**config.mk**
```make
export PLATFORM = sky130hd
export DESIGN_NAME = clock_system
export DESIGN_NICKNAME = d
export VERILOG_FILES = /design/src/rtl/clk_sel_pkg.sv /design/src/rtl/clock_system.sv /design/src/rtl/clk_divider.sv
export SDC_FILE = /design/constraint.sdc
export NUM_CORES = 1
export LEC_CHECK = 0
export BUFFER_PORTS_ARGS = -buffer_cell sky130_fd_sc_hd__buf_4
export CAP_MARGIN = 20
export CORE_MARGIN = 10
export CORE_UTILIZATION = 48
export DETAILED_ROUTE_END_ITERATION = 8
export GPL_ROUTABILITY_DRIVEN = 0
export PLACE_DENSITY = 0.71
export SYNTH_ARGS = -nofsm -noshare
export SYNTH_HDL_FRONTEND = slang
export SYNTH_HIERARCHICAL = 1
export SYNTH_SLANG_ARGS = --single-unit
```
**constraint.sdc**
```tcl
create_clock -name mclk -period 5 [get_ports mclk]
set_input_delay 0.5 -clock mclk [delete_from_list [all_inputs] [get_ports mclk]]
set_output_delay 0.5 -clock mclk [all_outputs]
set_load 0.01 [all_outputs]
```
**src/rtl/clk_sel_pkg.sv**
```systemverilog
// Constants and types for the system clock select and divider
package clk_sel_pkg;

    ////////////////////////////////////////////////////////////////////////////////
    localparam logic [7:0] REG_DIV_OFS = 8'h00;
    localparam logic [7:0] REG_STATUS_OFS = 8'h04;
    localparam logic [7:0] REG_FUSE_OFS = 8'h08;
    localparam int DIV_EN_BIT = 7;
    localparam logic [7:0] DIV_RESET = 8'h00;
    localparam int DIV_BASE = 129;
    localparam int ST_SRC_POS = 0;
    localparam int ST_STATE_POS = 3;
    localparam int ST_AMP_POS = 5;
    localparam int ST_RANGE_POS = 6;
    localparam int ST_RUN_POS = 8;

    ////////////////////////////////////////////////////////////////////////////////
    localparam logic [3:0] CS_XTAL_MIN = 4'ha;
    localparam logic [3:0] CS_LF_XTAL = 4'h9;
    localparam logic [3:0] CS_EXT_RC_MIN = 4'h5;
    localparam logic [3:0] CS_INT_RC_MIN = 4'h1;
    localparam logic [2:0] RANGE_LOW = 3'h5;
    localparam logic [2:0] RANGE_MID = 3'h6;

    ////////////////////////////////////////////////////////////////////////////////
    localparam int WAKE_6 = 6;
    localparam int WAKE_18 = 18;
    localparam int WAKE_258 = 258;
    localparam int WAKE_1K = 1024;
    localparam int WAKE_16K = 16384;
    localparam int WAKE_32K = 32768;
    localparam int WDT_4K = 4096;
    localparam int WDT_64K = 65536;
    localparam int FUSE_SYNC_WAIT = 3;

    ////////////////////////////////////////////////////////////////////////////////
    typedef enum logic [2:0] {SRC_XTAL, SRC_LF_XTAL, SRC_EXT_RC, SRC_INT_RC, SRC_EXT_CLK} clk_src_t;
    typedef enum logic [2:0] {
        SLP_ACTIVE, SLP_IDLE, SLP_ADC_NR, SLP_POWER_DOWN, SLP_POWER_SAVE
    } sleep_t;
    typedef enum logic [1:0] {RST_DLY_NONE, RST_DLY_SHORT, RST_DLY_LONG} rst_dly_t;
    typedef enum logic [1:0] {ST_FUSE, ST_RESET_DLY, ST_WAKE, ST_RUN} startup_state_t;
    typedef enum logic [1:0] {RNG_LOW, RNG_MID, RNG_HIGH, RNG_WIDE} xtal_range_t;

    typedef struct packed {
        logic oscillator_amp_option_fuse;
        logic [1:0] startup_time_fuse_select;
        logic [3:0] clock_source_fuse_select;
    } fuse_t;

    localparam fuse_t FUSE_SHIPPED = '{
        oscillator_amp_option_fuse: 1'b1,
        startup_time_fuse_select: 2'h2,
        clock_source_fuse_select: 4'h1
    };

    typedef struct packed {
        logic core_clock_domain;
        logic peripheral_clock_domain;
        logic program_memory_clock;
        logic converter_clock;
        logic async_timer_clock;
    } domain_en_t;

    typedef struct packed {
        logic cyc;
        logic stb;
        logic we;
        logic [7:0] adr;
        logic [3:0] sel;
        logic [31:0] dat;
    } wb_req_t;

    typedef struct packed {
        clk_src_t src;
        logic [16:0] wake_cyc;
        rst_dly_t rst_dly;
    } startup_t;

endpackage : clk_sel_pkg

```
**src/rtl/clock_system.sv**
```systemverilog
// Clock source decode, start-up timing, divider register and domain gating
//
// Chosen here: the Wishbone slave port and the placing of the registers.
`timescale 1ns/1ps
module clock_system #(
    parameter int WAKE_16K_CYC = clk_sel_pkg::WAKE_16K,
    parameter int WAKE_32K_CYC = clk_sel_pkg::WAKE_32K,
    parameter int WDT_SHORT_CYC = clk_sel_pkg::WDT_4K,
    parameter int WDT_LONG_CYC = clk_sel_pkg::WDT_64K
) (
    input wire logic mclk,
    input wire logic rst_b,
    input wire clk_sel_pkg::wb_req_t wb_req,
    output logic wb_ack_o,
    output logic [31:0] wb_dat_o,
    input wire clk_sel_pkg::fuse_t fuse_pins,
    input wire logic wdt_osc_pin,
    input wire logic async_xtal_pin,
    input wire clk_sel_pkg::sleep_t sleep_mode,
    input wire logic wake_req,
    output clk_sel_pkg::domain_en_t domain_en,
    output logic async_detect_en,
    output logic core_run,
    output logic amp_full_swing,
    output clk_sel_pkg::xtal_range_t xtal_range
);

    ////////////////////////////////////////////////////////////////////////////////
    // Pin synchronisers; a level counts once stages two and three agree
    logic [2:0] wdt_sync_q;
    logic [2:0] xtal_sync_q;
    logic wdt_lvl_q;
    logic xtal_lvl_q;
    clk_sel_pkg::fuse_t fuse_s1_q;
    clk_sel_pkg::fuse_t fuse_s2_q;
    clk_sel_pkg::fuse_t fuse_s3_q;

    wire logic wdt_agree = (wdt_sync_q[1] == wdt_sync_q[2]);
    wire logic xtal_agree = (xtal_sync_q[1] == xtal_sync_q[2]);
    wire logic wdt_rise = wdt_agree & wdt_sync_q[2] & ~wdt_lvl_q;
    wire logic fuse_stable = (fuse_s2_q == fuse_s3_q);

    always_ff @(posedge mclk) begin
        if (!rst_b) begin
            wdt_sync_q <= 3'h0;
            xtal_sync_q <= 3'h0;
            wdt_lvl_q <= 1'b0;
            xtal_lvl_q <= 1'b0;
            fuse_s1_q <= clk_sel_pkg::FUSE_SHIPPED;
            fuse_s2_q <= clk_sel_pkg::FUSE_SHIPPED;
            fuse_s3_q <= clk_sel_pkg::FUSE_SHIPPED;
        end else begin
            wdt_sync_q <= {wdt_sync_q[1:0], wdt_osc_pin};
            xtal_sync_q <= {xtal_sync_q[1:0], async_xtal_pin};
            wdt_lvl_q <= wdt_agree ? wdt_sync_q[2] : wdt_lvl_q;
            xtal_lvl_q <= xtal_agree ? xtal_sync_q[2] : xtal_lvl_q;
            fuse_s1_q <= fuse_pins;
            fuse_s2_q <= fuse_s1_q;
            fuse_s3_q <= fuse_s2_q;
        end
    end

    ////////////////////////////////////////////////////////////////////////////////
    // Fuse decode
    clk_sel_pkg::fuse_t fuse_q;

    function automatic clk_sel_pkg::startup_t decode(input clk_sel_pkg::fuse_t f);
        logic [3:0] cs;
        logic [2:0] key;
        clk_sel_pkg::startup_t r;
        cs = f.clock_source_fuse_select;
        key = {cs[0], f.startup_time_fuse_select};
        r.src = clk_sel_pkg::SRC_EXT_CLK;
        r.wake_cyc = 17'(clk_sel_pkg::WAKE_6);
        r.rst_dly = clk_sel_pkg::RST_DLY_LONG;
        if (cs >= clk_sel_pkg::CS_XTAL_MIN) begin
            r.src = clk_sel_pkg::SRC_XTAL;
            case (key)
                3'h0: begin
                    r.wake_cyc = 17'(clk_sel_pkg::WAKE_258);
                    r.rst_dly = clk_sel_pkg::RST_DLY_SHORT;
                end
                3'h1: r.wake_cyc = 17'(clk_sel_pkg::WAKE_258);
                3'h2: begin
                    r.wake_cyc = 17'(clk_sel_pkg::WAKE_1K);
                    r.rst_dly = clk_sel_pkg::RST_DLY_NONE;
                end
                3'h3: begin
                    r.wake_cyc = 17'(clk_sel_pkg::WAKE_1K);
                    r.rst_dly = clk_sel_pkg::RST_DLY_SHORT;
                end
                3'h4: r.wake_cyc = 17'(clk_sel_pkg::WAKE_1K);
                3'h5: begin
                    r.wake_cyc = 17'(WAKE_16K_CYC);
                    r.rst_dly = clk_sel_pkg::RST_DLY_NONE;
                end
                3'h6: begin
                    r.wake_cyc = 17'(WAKE_16K_CYC);
                    r.rst_dly = clk_sel_pkg::RST_DLY_SHORT;
                end
                default: r.wake_cyc = 17'(WAKE_16K_CYC);
            endcase
        end else if (cs == clk_sel_pkg::CS_LF_XTAL) begin
            r.src = clk_sel_pkg::SRC_LF_XTAL;
            case (f.startup_time_fuse_select)
                2'h0: begin
                    r.wake_cyc = 17'(clk_sel_pkg::WAKE_1K);
                    r.rst_dly = clk_sel_pkg::RST_DLY_SHORT;
                end
                2'h1: r.wake_cyc = 17'(clk_sel_pkg::WAKE_1K);
                default: r.wake_cyc = 17'(WAKE_32K_CYC);
            endcase
        end else if (cs >= clk_sel_pkg::CS_EXT_RC_MIN) begin
            r.src = clk_sel_pkg::SRC_EXT_RC;
            case (f.startup_time_fuse_select)
                2'h0: begin
                    r.wake_cyc = 17'(clk_sel_pkg::WAKE_18);
                    r.rst_dly = clk_sel_pkg::RST_DLY_NONE;
                end
                2'h1: begin
                    r.wake_cyc = 17'(clk_sel_pkg::WAKE_18);
                    r.rst_dly = clk_sel_pkg::RST_DLY_SHORT;
                end
                2'h2: r.wake_cyc = 17'(clk_sel_pkg::WAKE_18);
                default: r.rst_dly = clk_sel_pkg::RST_DLY_SHORT;
            endcase
        end else begin
            // Internal RC and external clock share the short start-up table
            if (cs >= clk_sel_pkg::CS_INT_RC_MIN) begin
                r.src = clk_sel_pkg::SRC_INT_RC;
            end
            case (f.startup_time_fuse_select)
                2'h0: r.rst_dly = clk_sel_pkg::RST_DLY_NONE;
                2'h1: r.rst_dly = clk_sel_pkg::RST_DLY_SHORT;
                default: r.rst_dly = clk_sel_pkg::RST_DLY_LONG;
            endcase
        end
        return r;
    endfunction : decode

    wire clk_sel_pkg::startup_t dec = decode(fuse_q);
    wire logic [2:0] range_code = fuse_q.clock_source_fuse_select[3:1];
    // Stored zero means programmed, so the option is active when the bit reads zero
    wire logic amp_programmed = ~fuse_q.oscillator_amp_option_fuse;
    wire clk_sel_pkg::xtal_range_t range_d =
        amp_programmed ? clk_sel_pkg::RNG_WIDE :
        (range_code == clk_sel_pkg::RANGE_LOW) ? clk_sel_pkg::RNG_LOW :
        (range_code == clk_sel_pkg::RANGE_MID) ? clk_sel_pkg::RNG_MID : clk_sel_pkg::RNG_HIGH;
    wire logic [16:0] wdt_target = (dec.rst_dly == clk_sel_pkg::RST_DLY_LONG) ?
        17'(WDT_LONG_CYC) : 17'(WDT_SHORT_CYC);

    ////////////////////////////////////////////////////////////////////////////////
    // Start-up sequencer
    clk_sel_pkg::startup_state_t state_q;
    clk_sel_pkg::startup_state_t state_d;
    logic [16:0] cnt_q;
    logic [16:0] cnt_d;
    logic [1:0] fill_q;

    wire logic fuse_ready = (fill_q == 2'(clk_sel_pkg::FUSE_SYNC_WAIT)) & fuse_stable;
    wire logic deep_sleep = (sleep_mode == clk_sel_pkg::SLP_POWER_DOWN) |
                            (sleep_mode == clk_sel_pkg::SLP_POWER_SAVE);
    wire logic [16:0] cnt_inc = 17'(cnt_q + 17'h00001);

    always_comb begin
        state_d = state_q;
        cnt_d = cnt_q;
        case (state_q)
            clk_sel_pkg::ST_FUSE: begin
                cnt_d = 17'h00000;
                if (fuse_ready) begin
                    state_d = clk_sel_pkg::ST_RESET_DLY;
                end
            end
            clk_sel_pkg::ST_RESET_DLY: begin
                if (dec.rst_dly == clk_sel_pkg::RST_DLY_NONE) begin
                    state_d = clk_sel_pkg::ST_WAKE;
                end else if (wdt_rise) begin
                    cnt_d = cnt_inc;
                    if (cnt_inc == wdt_target) begin
                        state_d = clk_sel_pkg::ST_WAKE;
                        cnt_d = 17'h00000;
                    end
                end
            end
            clk_sel_pkg::ST_WAKE: begin
                // Source clock is mclk, so start-up counts plain cycles
                cnt_d = cnt_inc;
                if (cnt_inc == dec.wake_cyc) begin
                    state_d = clk_sel_pkg::ST_RUN;
                    cnt_d = 17'h00000;
                end
            end
            clk_sel_pkg::ST_RUN: begin
                if (wake_req & deep_sleep) begin
                    state_d = clk_sel_pkg::ST_WAKE;
                    cnt_d = 17'h00000;
                end
            end
            default: begin
                state_d = clk_sel_pkg::ST_FUSE;
                cnt_d = 17'h00000;
            end
        endcase
    end

    always_ff @(posedge mclk) begin
        if (!rst_b) begin
            state_q <= clk_sel_pkg::ST_FUSE;
            cnt_q <= 17'h00000;
            fill_q <= 2'h0;
            fuse_q <= clk_sel_pkg::FUSE_SHIPPED;
        end else begin
            state_q <= state_d;
            cnt_q <= cnt_d;
            // Saturate, so a late fuse change cannot wrap the wait back to zero
            fill_q <= (fill_q == 2'(clk_sel_pkg::FUSE_SYNC_WAIT)) ? fill_q : 2'(fill_q + 2'h1);
            // Fuses sampled once after release, never during reset
            if (state_q == clk_sel_pkg::ST_FUSE && fuse_ready) begin
                fuse_q <= fuse_s3_q;
            end
        end
    end

    ////////////////////////////////////////////////////////////////////////////////
    // Divider register on the bus
    logic div_en_q;
    logic [6:0] div_val_q;
    logic ack_q;
    logic [31:0] dat_q;

    wire logic wb_hit = wb_req.cyc & wb_req.stb & ~ack_q;
    wire logic sel_div = (wb_req.adr == clk_sel_pkg::REG_DIV_OFS);
    wire logic sel_status = (wb_req.adr == clk_sel_pkg::REG_STATUS_OFS);
    wire logic sel_fuse = (wb_req.adr == clk_sel_pkg::REG_FUSE_OFS);
    wire logic wr_div = wb_hit & wb_req.we & wb_req.sel[0] & sel_div;
    wire logic wr_en_bit = wb_req.dat[clk_sel_pkg::DIV_EN_BIT];
    // Value only taken on the zero-to-one edge of the enable
    wire logic accept_val = wr_div & wr_en_bit & ~div_en_q;
    wire logic [7:0] div_rd = {div_en_q, div_val_q};
    wire logic [31:0] status_rd = (32'(dec.src) << clk_sel_pkg::ST_SRC_POS) |
        (32'(state_q) << clk_sel_pkg::ST_STATE_POS) |
        (32'(amp_programmed) << clk_sel_pkg::ST_AMP_POS) |
        (32'(range_d) << clk_sel_pkg::ST_RANGE_POS) |
        (32'(state_q == clk_sel_pkg::ST_RUN) << clk_sel_pkg::ST_RUN_POS);
    wire logic [31:0] rd_mux = sel_div ? {24'h000000, div_rd} :
                               sel_status ? status_rd :
                               sel_fuse ? {25'h0000000, fuse_q} : 32'h00000000;

    always_ff @(posedge mclk) begin
        if (!rst_b) begin
            div_en_q <= clk_sel_pkg::DIV_RESET[clk_sel_pkg::DIV_EN_BIT];
            div_val_q <= clk_sel_pkg::DIV_RESET[6:0];
            ack_q <= 1'b0;
            dat_q <= 32'h00000000;
        end else begin
            ack_q <= wb_hit;
            dat_q <= wb_hit ? rd_mux : 32'h00000000;
            if (wr_div) begin
                div_en_q <= wr_en_bit;
            end
            if (accept_val) begin
                div_val_q <= wb_req.dat[6:0];
            end
        end
    end

    ////////////////////////////////////////////////////////////////////////////////
    // Divider and domain gating
    wire logic [7:0] div_factor = div_en_q ?
        8'(clk_sel_pkg::DIV_BASE - int'(div_val_q)) : 8'h01;
    logic div_tick;

    clk_divider u_div (
        .mclk(mclk),
        .rst_b(rst_b),
        .factor(div_factor),
        .tick(div_tick)
    );

    wire logic running = (state_q == clk_sel_pkg::ST_RUN);
    wire logic stop_core = (sleep_mode != clk_sel_pkg::SLP_ACTIVE);
    wire logic stop_io = deep_sleep | (sleep_mode == clk_sel_pkg::SLP_ADC_NR);
    // Crystal domain only stops in power-down; it keeps time in power-save
    wire logic stop_async = (sleep_mode == clk_sel_pkg::SLP_POWER_DOWN);
    clk_sel_pkg::domain_en_t dom_d;
    clk_sel_pkg::domain_en_t dom_q;
    logic detect_q;
    logic run_q;
    logic amp_q;
    clk_sel_pkg::xtal_range_t range_q;

    assign dom_d.core_clock_domain = div_tick & running & ~stop_core;
    assign dom_d.program_memory_clock = div_tick & running & ~stop_core;
    assign dom_d.peripheral_clock_domain = div_tick & running & ~stop_io;
    assign dom_d.converter_clock = div_tick & running & ~deep_sleep;
    assign dom_d.async_timer_clock = xtal_lvl_q & ~stop_async;

    always_ff @(posedge mclk) begin
        if (!rst_b) begin
            dom_q <= '0;
            detect_q <= 1'b0;
            run_q <= 1'b0;
            amp_q <= 1'b0;
            range_q <= clk_sel_pkg::RNG_LOW;
        end else begin
            dom_q <= dom_d;
            detect_q <= 1'b1;
            run_q <= running;
            amp_q <= amp_programmed;
            range_q <= range_d;
        end
    end

    assign domain_en = dom_q;
    assign async_detect_en = detect_q;
    assign core_run = run_q;
    assign amp_full_swing = amp_q;
    assign xtal_range = range_q;
    assign wb_ack_o = ack_q;
    assign wb_dat_o = dat_q;
endmodule : clock_system

```
**src/rtl/clk_divider.sv**
```systemverilog
// Glitch-free source clock divider producing one-cycle tick pulses
`timescale 1ns/1ps
module clk_divider (
    input wire logic mclk,
    input wire logic rst_b,
    input wire logic [7:0] factor,
    output logic tick
);

    logic [7:0] cnt_q;
    logic [7:0] cur_q;
    logic tick_q;

    // New factor only taken at a period boundary, so no period is ever cut short
    wire logic at_end = (cnt_q == 8'(cur_q - 8'h01));

    always_ff @(posedge mclk) begin
        if (!rst_b) begin
            cnt_q <= 8'h00;
            cur_q <= 8'h01;
            tick_q <= 1'b0;
        end else if (at_end) begin
            cnt_q <= 8'h00;
            cur_q <= factor;
            tick_q <= 1'b1;
        end else begin
            cnt_q <= 8'(cnt_q + 8'h01);
            tick_q <= 1'b0;
        end
    end

    assign tick = tick_q;
endmodule : clk_divider

```
==> results of run 1 <==
-- Yosys cell counts (all sizes together) (7+ instances only) --
library cell  count  area, um^2
and2             30         191
nand2            42         158
nand4            14        93.8
a31oi             9        56.3
and3              7        43.8
ha               10         125
inv              14        52.6
o21ai            14        70.1
clkbuf           16        65.1
nand3            25         125
nor2             55         206
mux2i            36         360
nor3             11        65.1
xor2             17         149
dfxtp           101        2020
a21oi            31         159
xnor2            33         289
nand2b           22         138
buf              48         334
nor3b            14         110
-- worst max path at each step --
| stage | start | to |
|---|---|---|
| floorplan | cnt_q[0] | cnt_q[10] |
| global placement | fuse_q[3] | cnt_q[14] |
| detailed placement | fuse_q[3] | cnt_q[14] |
| CTS | fuse_q[3] | cnt_q[14] |
| global route | fuse_q[3] | cnt_q[3] |
| finish | fuse_q[3] | cnt_q[14] |
-- metrics by stage --
step                      power [uW]  worst slack, ns  cell area [um^2]
after CTS                       1670             1.80              5860
after global placement          1120             1.95              5640
after floorplan                 1080             2.50              5460
after detailed placement        1140             1.85              5650
final                           1660             1.76              5870
after global routing            1750             1.45              5870
-- where the power goes --
part	switching, uW	internal (uW)
clock network	297	240
logic	167	110
registers	19.7	828
-- registers in the layout (all words and copies together) (netlist names), 4 cells and up --
name and count:
cnt_q 17, div_val_q 7, domain_en 4, fuse_q 7, fuse_s1_q 7, fuse_s2_q 7
fuse_s3_q 7, u_div/cnt_q 8, u_div/cur_q 8, wb_dat_o 9
-- metal layers --
layer | vias up | share of wire
li1 | 2096 | -
met1 | 1941 | 0.46
met2 | 124 | 0.45
met3 | 15 | 0.068
met4 | 0 | 0.016
met5 | - | 0
-- worst max-delay path: stages (launching register included) --
cell and delay, ns:
dfxtp_1 0.80, o22a_1 0.25, o21ai_1 0.05, a22o_1 0.31, nor4b_1 0.17, o31ai_2 0.33, a22oi_2 0.17, a211oi_2 0.71
a41oi_1 0.19, a31oi_1 0.18
-- cell type report --
type	count	area [um^2]	area share
multi-input combinational	454	2990	0.509
sequential	101	2020	0.345
timing repair buffer	56	424	0.0723
tap	140	175	0.0299
clock buffer	10	128	0.0217
clock inverter	6	80.1	0.0136
inverter	14	52.6	0.00896
-- kinds of logic after synthesis --
group,count (synthesis),share of synthesized area
AOI/OAI and AO/OA,90,0.121
xor gates and xnor gates,50,0.0814
adders and majority gates,10,0.0233
buffers and inverters,78,0.0840
DFF,101,0.376
muxes,36,0.0670
other,1,0.000697
and+or+nand+nor,245,0.246
==> metrics, run 1 <==
synthesized flop and latch total=a little over 100; clk_lat worst skew=0.39 ns; period utilization=0.648; R2R Path Start=fuse_q[3]; CP Launch Type=flop; PD cells=approximately 280 nW/um^2; most frequent cells in the layout=101 x dfxtp_1, 55 x nor2_1, 55 x buf_4; largest net degree at the start of global routing=66; DRT antenna net count=0; Cells after Synth=about 600; die width=roughly 130 um; Max Fclk=just over 300 MHz; worst min path class=primary input to flop; total number of vias=between 4k and 5k; # resized after CTS=0; commonest non-fill, non-tap cell in the layout=dfxtp_1; 1st-pass router iterations=4; register area share after synthesis=0.376; CP required=about 5.3 ns; Worst Hold Launch=sleep_mode[0]; 1st-iter DRT viols=roughly 290; DIE AREA=approximately 16,000 um^2; Layout area overhead=9.12%; Final Slew Violations=0; max_slew headroom=0.445; CP Class=flop to flop; clock slew at reported path FFs=0.11 ns; vias in the first global route=3,983; Yosys cell types=a little over 70; setup TNS=0 ns; Initial Utilization=0.494; EDFF count, synth=0; WHS Path Cells=2; syn avg cell area=roughly 8.8 um^2; Rows=38; r2r setup slk=roughly 1.8 ns; Setup Skew=roughly 0.019 ns; Fill cells=~1,000; hold buffer count at cts=0; vias per cell=around 5.3; minimum clock period=~3.2 ns; GRT Overall Usage=0.140; CTS tree=built; status=completed; GRT met1 Usage=0.174; CP Capture Type=flop; DRC Markers=0; H-tree depth reported by CTS=3; CTS Root Cell=clkbuf_8; cell leakage power=approximately 0.0023 uW; final hold violations=0; Final #Nets=about 700; met2 Use GR=0.221; CTS sink count=roughly 100; hpwl dp=between 8000 and 9000 um; worst-margin pin slew=0.831 ns; postcts setup bufs=0; first-pass GRT wire length=between 15,000 and 20,000 um; DR WL/cell=~15 um; peak supply drop=0.146 mV; Max Cap Violations=0; grt met3 use=0.0457; layout cells sized above 1=0.147; clock buffer depth=2; WHS=~0.29 ns; Reg2Reg Depth=9; endpoint arrival time on the critical path=3.55 ns; r2r endpoint=cnt_q[14]; Inserted Clock Buffers=9; # diodes=0; ys async rst share=0; gr busiest metal=met2; die height=approximately 130 um; RSZ-0062 raised after global routing=false; post-synthesis cell area=between 5000 and 6000 um^2; IO buf count=54; Post-Layout Cell Count=between 700 and 800; Placed Cells=around 760; Yosys Warn Count=6; core area=roughly 11,000 um^2; antenna violations before repair=0; Post-synth top flop=dfxtp_1; Hold Path End=domain_en[2]; Final Util=0.539; I/O pins=roughly 110; Final setup viols=0; WL final=around 11,000 um; GRT Residual Overflow=0; CP Max Fanout=21
Note: power is estimated with default switching activity, not from simulation.
==> run 2: changes to the inputs <==
==> constraint.sdc (replaced) <==
create_clock -name mclk -period 3.1 [get_ports mclk]
set_input_delay 0.31 -clock mclk [delete_from_list [all_inputs] [get_ports mclk]]
set_output_delay 0.31 -clock mclk [all_outputs]
set_load 0.01 [all_outputs]
==> metrics, run 2 (synthesis results as in run 1) <==
1st-iter DRT viols=340 (was 294); DIE AREA=15,800 um^2 (unchanged); WP buf/inv=1 (was 0); Biggest register=cnt_q (unchanged); DR WL/cell=14.3 um (was 14.5 um); grt met3 use=0.0382 (was 0.0457); CP Capture Type=flop (unchanged); CP cell instances=ha_1 -> and3_1 -> nand4_2 -> nor4b_1 -> o31ai_2 -> a22oi_2 -> a211oi_2 -> buf_4 -> a21oi_1 -> a31oi_1 (was o22a_1 -> o21ai_1 -> a22o_1 -> nor4b_1 -> o31ai_2 -> a22oi_2 -> a211oi_2 -> a41oi_1 -> a31oi_1); worst-margin pin slew=0.625 ns (was 0.831 ns); die width=126 um (unchanged); Final Slew Violations=0 (unchanged); CTS Root Cell=clkbuf_8 (unchanged); CP required=3.34 ns (was 5.31 ns); core area=10,900 um^2 (unchanged); total number of vias=4,242 (was 4,176); layout cells sized above 1=0.169 (was 0.147); cell leakage power=0.00237 uW (was 0.00229 uW); r2r setup slk=0.25 ns (was 1.76 ns); peak supply drop=0.220 mV (was 0.146 mV); Max Fclk=351 MHz (was 309 MHz); gr busiest metal=met2 (unchanged); Setup Skew=0.0138 ns (was 0.0189 ns); CP Launch Type=flop (unchanged); hold buffer count at cts=0 (unchanged); vias per cell=5.33 (was 5.35); most frequent cells in the layout=101 x dfxtp_1, 70 x buf_4, 55 x nor2_1 (was 101 x dfxtp_1, 55 x nor2_1, 55 x buf_4); final hold violations=0 (unchanged); Initial Utilization=0.494 (unchanged); first-pass GRT wire length=18,800 um (about the same); Final Power=2680 uW (was 1660 uW); area occupied by multi-input gates=3000 um^2 (was 2990 um^2); die height=126 um (unchanged); hpwl dp=8620 um (was 8340 um); minimum clock period=2.85 ns (was 3.24 ns); Inserted Clock Buffers=9 (unchanged); max_slew headroom=0.583 (was 0.445); antenna violations before repair=0 (unchanged); clock slew at reported path FFs=0.11 ns (about the same); CP Class=flop to flop (unchanged); endpoint arrival time on the critical path=3.09 ns (was 3.55 ns); register area=2020 um^2 (unchanged); Max Cap Violations=0 (unchanged); largest net degree at the start of global routing=65 (was 66); CP Max Fanout=10 (was 21); DRC Markers=0 (unchanged); GRT Residual Overflow=0 (unchanged); clk_lat worst skew=0.38 ns (was 0.39 ns); Fill cells=970 (was 999); status=completed (unchanged); commonest non-fill, non-tap cell in the layout=dfxtp_1 (unchanged); Largest delay share family, worst path=simple AND/OR/NAND/NOR gates (was compound AO/OA/AOI/OAI gates); number of flip-flops in the largest register=17 (unchanged); PD cells=447 nW/um^2 (was 283 nW/um^2); GRT Overall Usage=0.139 (was 0.140); H-tree depth reported by CTS=3 (unchanged); Layout area overhead=11.4% (was 9.12%); slowest stage cell, crit path=dfxtp_1 (unchanged); GRT met1 Usage=0.181 (was 0.174); crit-path max cell delay=0.42 ns (was 0.80 ns); period utilization=0.918 (was 0.648); Rows=38 (unchanged); WL final=11,400 um (was 11,300 um); setup TNS=0 ns (unchanged); worst min path class=primary input to flop (unchanged); Final Util=0.550 (was 0.539); CTS sink count=101 (unchanged); I/O pins=105 (unchanged); met2 Use GR=0.216 (was 0.221); 1st-pass router iterations=4 (unchanged); Final setup viols=0 (unchanged); vias in the first global route=3,853 (was 3,983); DRT antenna net count=0 (unchanged); # diodes=0 (unchanged); IO buf count=54 (unchanged); CTS tree=built (unchanged); clock buffer depth=2 (unchanged); Final #Nets=723 (was 708)
## run 2: per-layer routing
| metal | wire, um | up-vias |
|---|---|---|
| met5 | 0 | - |
| met4 | 188 | 0 |
| met3 | 735 | 18 |
| met2 | 5110 | 128 |
| met1 | 5380 | 1963 |
| li1 | - | 2133 |
## run 2: repair_timing
item | CTS | global route
gates resized for setup | 0 | 2
endpoints found under the setup margin | 0 | 11
buffers inserted | 0 | 2
## run 2: power breakdown
part	internal [uW]	leakage [uW]	switching, uW
Sequential	1330	0.000821	30.7
Clock	313	0.0000964	493
Combinational	217	0.00145	287
## run 2: final timing paths
| path | end | depth (start not counted) | start |
|---|---|---|---|
| min reg2reg | fuse_s2_q[6] | 1 | fuse_s1_q[6] |
| max reg2reg | cnt_q[2] | 10 | cnt_q[0] |
| max | cnt_q[2] | 10 | cnt_q[0] |
| min | domain_en[2] | 2 | sleep_mode[0] |
## run 2: layout make-up
cell class              count  area share
well taps                 140      0.0292
repair buffers             71      0.0911
flip-flops and latches    101       0.338
clock buffers               9      0.0207
multi-input cells         454       0.501
clock inverters             7      0.0115
inverters                  14     0.00877
## run 2: stage by stage
stage	instances	cell area, um^2	hold slack [ns]	setup WS [ns]
4_1_cts	794	5950	0.0851	0.0671
2_1_floorplan	633	5460	0.338	0.598
6_report	796	5990	0.106	0.253
3_3_place_gp	778	5750	0.391	0.205
3_5_place_dp	778	5750	0.391	0.0970
5_1_grt	796	5990	0.0762	-0.000421
==> run 3: changes to the inputs <==
--- a/config.mk
+++ b/config.mk
@@ -8,10 +8,11 @@
 export BUFFER_PORTS_ARGS = -buffer_cell sky130_fd_sc_hd__buf_4
 export CAP_MARGIN = 20
 export CORE_MARGIN = 10
-export CORE_UTILIZATION = 48
+export CORE_UTILIZATION = 56
+export CTS_BUF_LIST = sky130_fd_sc_hd__clkbuf_16
 export DETAILED_ROUTE_END_ITERATION = 8
 export GPL_ROUTABILITY_DRIVEN = 0
-export PLACE_DENSITY = 0.71
+export PLACE_DENSITY = 0.81
 export SYNTH_ARGS = -nofsm -noshare
 export SYNTH_HDL_FRONTEND = slang
 export SYNTH_HIERARCHICAL = 1
==> metrics, run 3 (synthesis results as in run 1) <==
RSZ-0062 raised after global routing=false; fin area=6070 um^2 (was 5990 um^2); hpwl dp=8780 um (was 8620 um); worst-margin pin slew=0.613 ns (was 0.625 ns); clock buffer depth=2 (unchanged); CTS Root Cell=clkbuf_16 (was clkbuf_8); GRT Overall Usage=0.164 (was 0.139); clock slew at reported path FFs=0.07 ns (was 0.11 ns); CTS tree=built (unchanged); number of flip-flops in the largest register=17 (unchanged); setup TNS=0 ns (unchanged); grt met3 use=0.0436 (was 0.0382); DRC Markers=0 (unchanged); Largest delay share family, worst path=compound AO/OA/AOI/OAI gates (was simple AND/OR/NAND/NOR gates); die width=118 um (was 126 um); CTS sink count=101 (unchanged); switching pwr=834 uW (was 811 uW); Setup Skew=0.00836 ns (was 0.0138 ns); commonest non-fill, non-tap cell in the layout=dfxtp_1 (unchanged); CP Max Fanout=11 (was 10); 1st-iter DRT viols=279 (was 340); first-pass GRT wire length=19,600 um (was 18,800 um); Inserted Clock Buffers=9 (unchanged); CP Class=flop to flop (unchanged); antenna violations before repair=0 (unchanged); CP Launch Type=flop (unchanged); Flop pwr share=0.467 (was 0.510); Final setup viols=0 (unchanged); peak supply drop=0.284 mV (was 0.220 mV); Final Slew Violations=0 (unchanged); most frequent cells in the layout=101 x dfxtp_1, 74 x buf_4, 55 x nor2_1 (was 101 x dfxtp_1, 70 x buf_4, 55 x nor2_1); logic gate share of total power=0.168 (was 0.189); largest net degree at the start of global routing=65 (unchanged); DR WL/cell=14.8 um (was 14.3 um); I/O pins=105 (unchanged); Layout area overhead=13.0% (was 11.4%); H-tree depth reported by CTS=3 (unchanged); total number of vias=4,334 (was 4,242); endpoint arrival time on the critical path=3.12 ns (was 3.09 ns); vias in the first global route=4,204 (was 3,853); max_slew headroom=0.591 (was 0.583); Biggest register=cnt_q (unchanged); CP Capture Type=flop (unchanged); PD cells=482 nW/um^2 (was 447 nW/um^2); DRT antenna net count=0 (unchanged); GRT met1 Usage=0.197 (was 0.181); GRT Residual Overflow=0 (unchanged); CP required=3.37 ns (was 3.34 ns); core area=9280 um^2 (was 10,900 um^2); most frequent cell on the critical path=buf_4; Final Power=2930 uW (was 2680 uW); final hold violations=0 (unchanged); cell-internal power=2090 uW (was 1860 uW); Max Fclk=351 MHz (about the same); Initial Utilization=0.579 (was 0.494); cell leakage power=0.00242 uW (was 0.00237 uW); CP cell instances=ha_1 -> and3_1 -> nand4_2 -> buf_4 -> xnor2_1 -> o41ai_4 -> buf_4 -> a211oi_4 -> a21oi_1 -> mux2i_1 (was ha_1 -> and3_1 -> nand4_2 -> nor4b_1 -> o31ai_2 -> a22oi_2 -> a211oi_2 -> buf_4 -> a21oi_1 -> a31oi_1); die height=118 um (was 126 um); # diodes=0 (unchanged); met2 Use GR=0.275 (was 0.216); gr busiest metal=met2 (unchanged); worst min path class=primary input to flop (unchanged); period utilization=0.920 (was 0.918); slowest stage cell, crit path=a211oi_4 (was dfxtp_1); minimum clock period=2.85 ns (about the same); layout cells sized above 1=0.170 (was 0.169); Rows=35 (was 38); clock share of power=0.365 (was 0.301); WL final=11,700 um (was 11,400 um); Max Cap Violations=0 (unchanged); Placement Cell Area=5780 um^2 (was 5750 um^2); vias per cell=5.50 (was 5.33); Final #Nets=726 (was 723); crit-path max cell delay=0.52 ns (was 0.42 ns); IO buf count=54 (unchanged); status=completed (unchanged); hold buffer count at cts=0 (unchanged); 1st-pass router iterations=5 (was 4); DIE AREA=13,900 um^2 (was 15,800 um^2); clk_lat worst skew=0.35 ns (was 0.38 ns); WP buf/inv=2 (was 1); switch share=0.285 (was 0.303)
run 3: cell types whose count changed in the layout (fill, tap and decap cells not counted), sizes merged:
cell / change
buf: +3
clkinv: -2
inv: +2
run 3: what timing repair did:
item | in CTS | in global routing
endpoints found under the setup margin | 0 | 11
resized for setup | 0 | 2
setup buffers | 0 | 0
endpoints found under the hold margin | 0 | 0
run 3: worst paths after layout:
| check | from | end | slack, ns | cells after the start |
|---|---|---|---|---|
| setup / recovery | cnt_q[1] | cnt_q[9] | 0.25 | 10 |
| hold / removal | sleep_mode[0] | domain_en[2] | 0.13 | 2 |
| setup reg to reg | cnt_q[1] | cnt_q[9] | 0.25 | 10 |
| hold reg to reg | fuse_s1_q[5] | fuse_s2_q[5] | 0.41 | 1 |
run 3: per-stage QoR:
step                      hold WS [ns]  setup slack (ns)  utilization  cells
final                            0.135             0.248        0.654    788
after global routing             0.131            0.0119        0.654    788
after CTS                        0.126             0.106        0.653    788
after detailed placement         0.396             0.141        0.622    772
after global placement           0.390             0.276        0.622    772
after floorplan                  0.338             0.598            -    633
run 3: power by group through the flow:
stage               combinational [uW]  clock [uW]  sequential [uW]
floorplan                          352           0             1390
global placement                   437           0             1390
detailed placement                 460           0             1390
CTS                                465        1090             1370
global route                       540        1140             1370
finish                             490        1070             1370
run 3: final cells by class:
cell class | count | area [um^2]
fillers | 759 | 3210
multi-input cells | 454 | 3000
flip-flops and latches | 101 | 2020
repair buffers | 74 | 556
clock buffers | 9 | 225
well taps | 129 | 161
clock inverters | 7 | 56.3
inverters | 14 | 52.6
run 3: routing by layer:
| metal | part of all wire | wire [um] | up-vias |
|---|---|---|---|
| met1 | 0.45 | 5230 | 2036 |
| met5 | 0 | 0 | - |
| met3 | 0.060 | 700 | 20 |
| met4 | 0.016 | 187 | 0 |
| met2 | 0.48 | 5570 | 148 |
| li1 | - | - | 2130 |
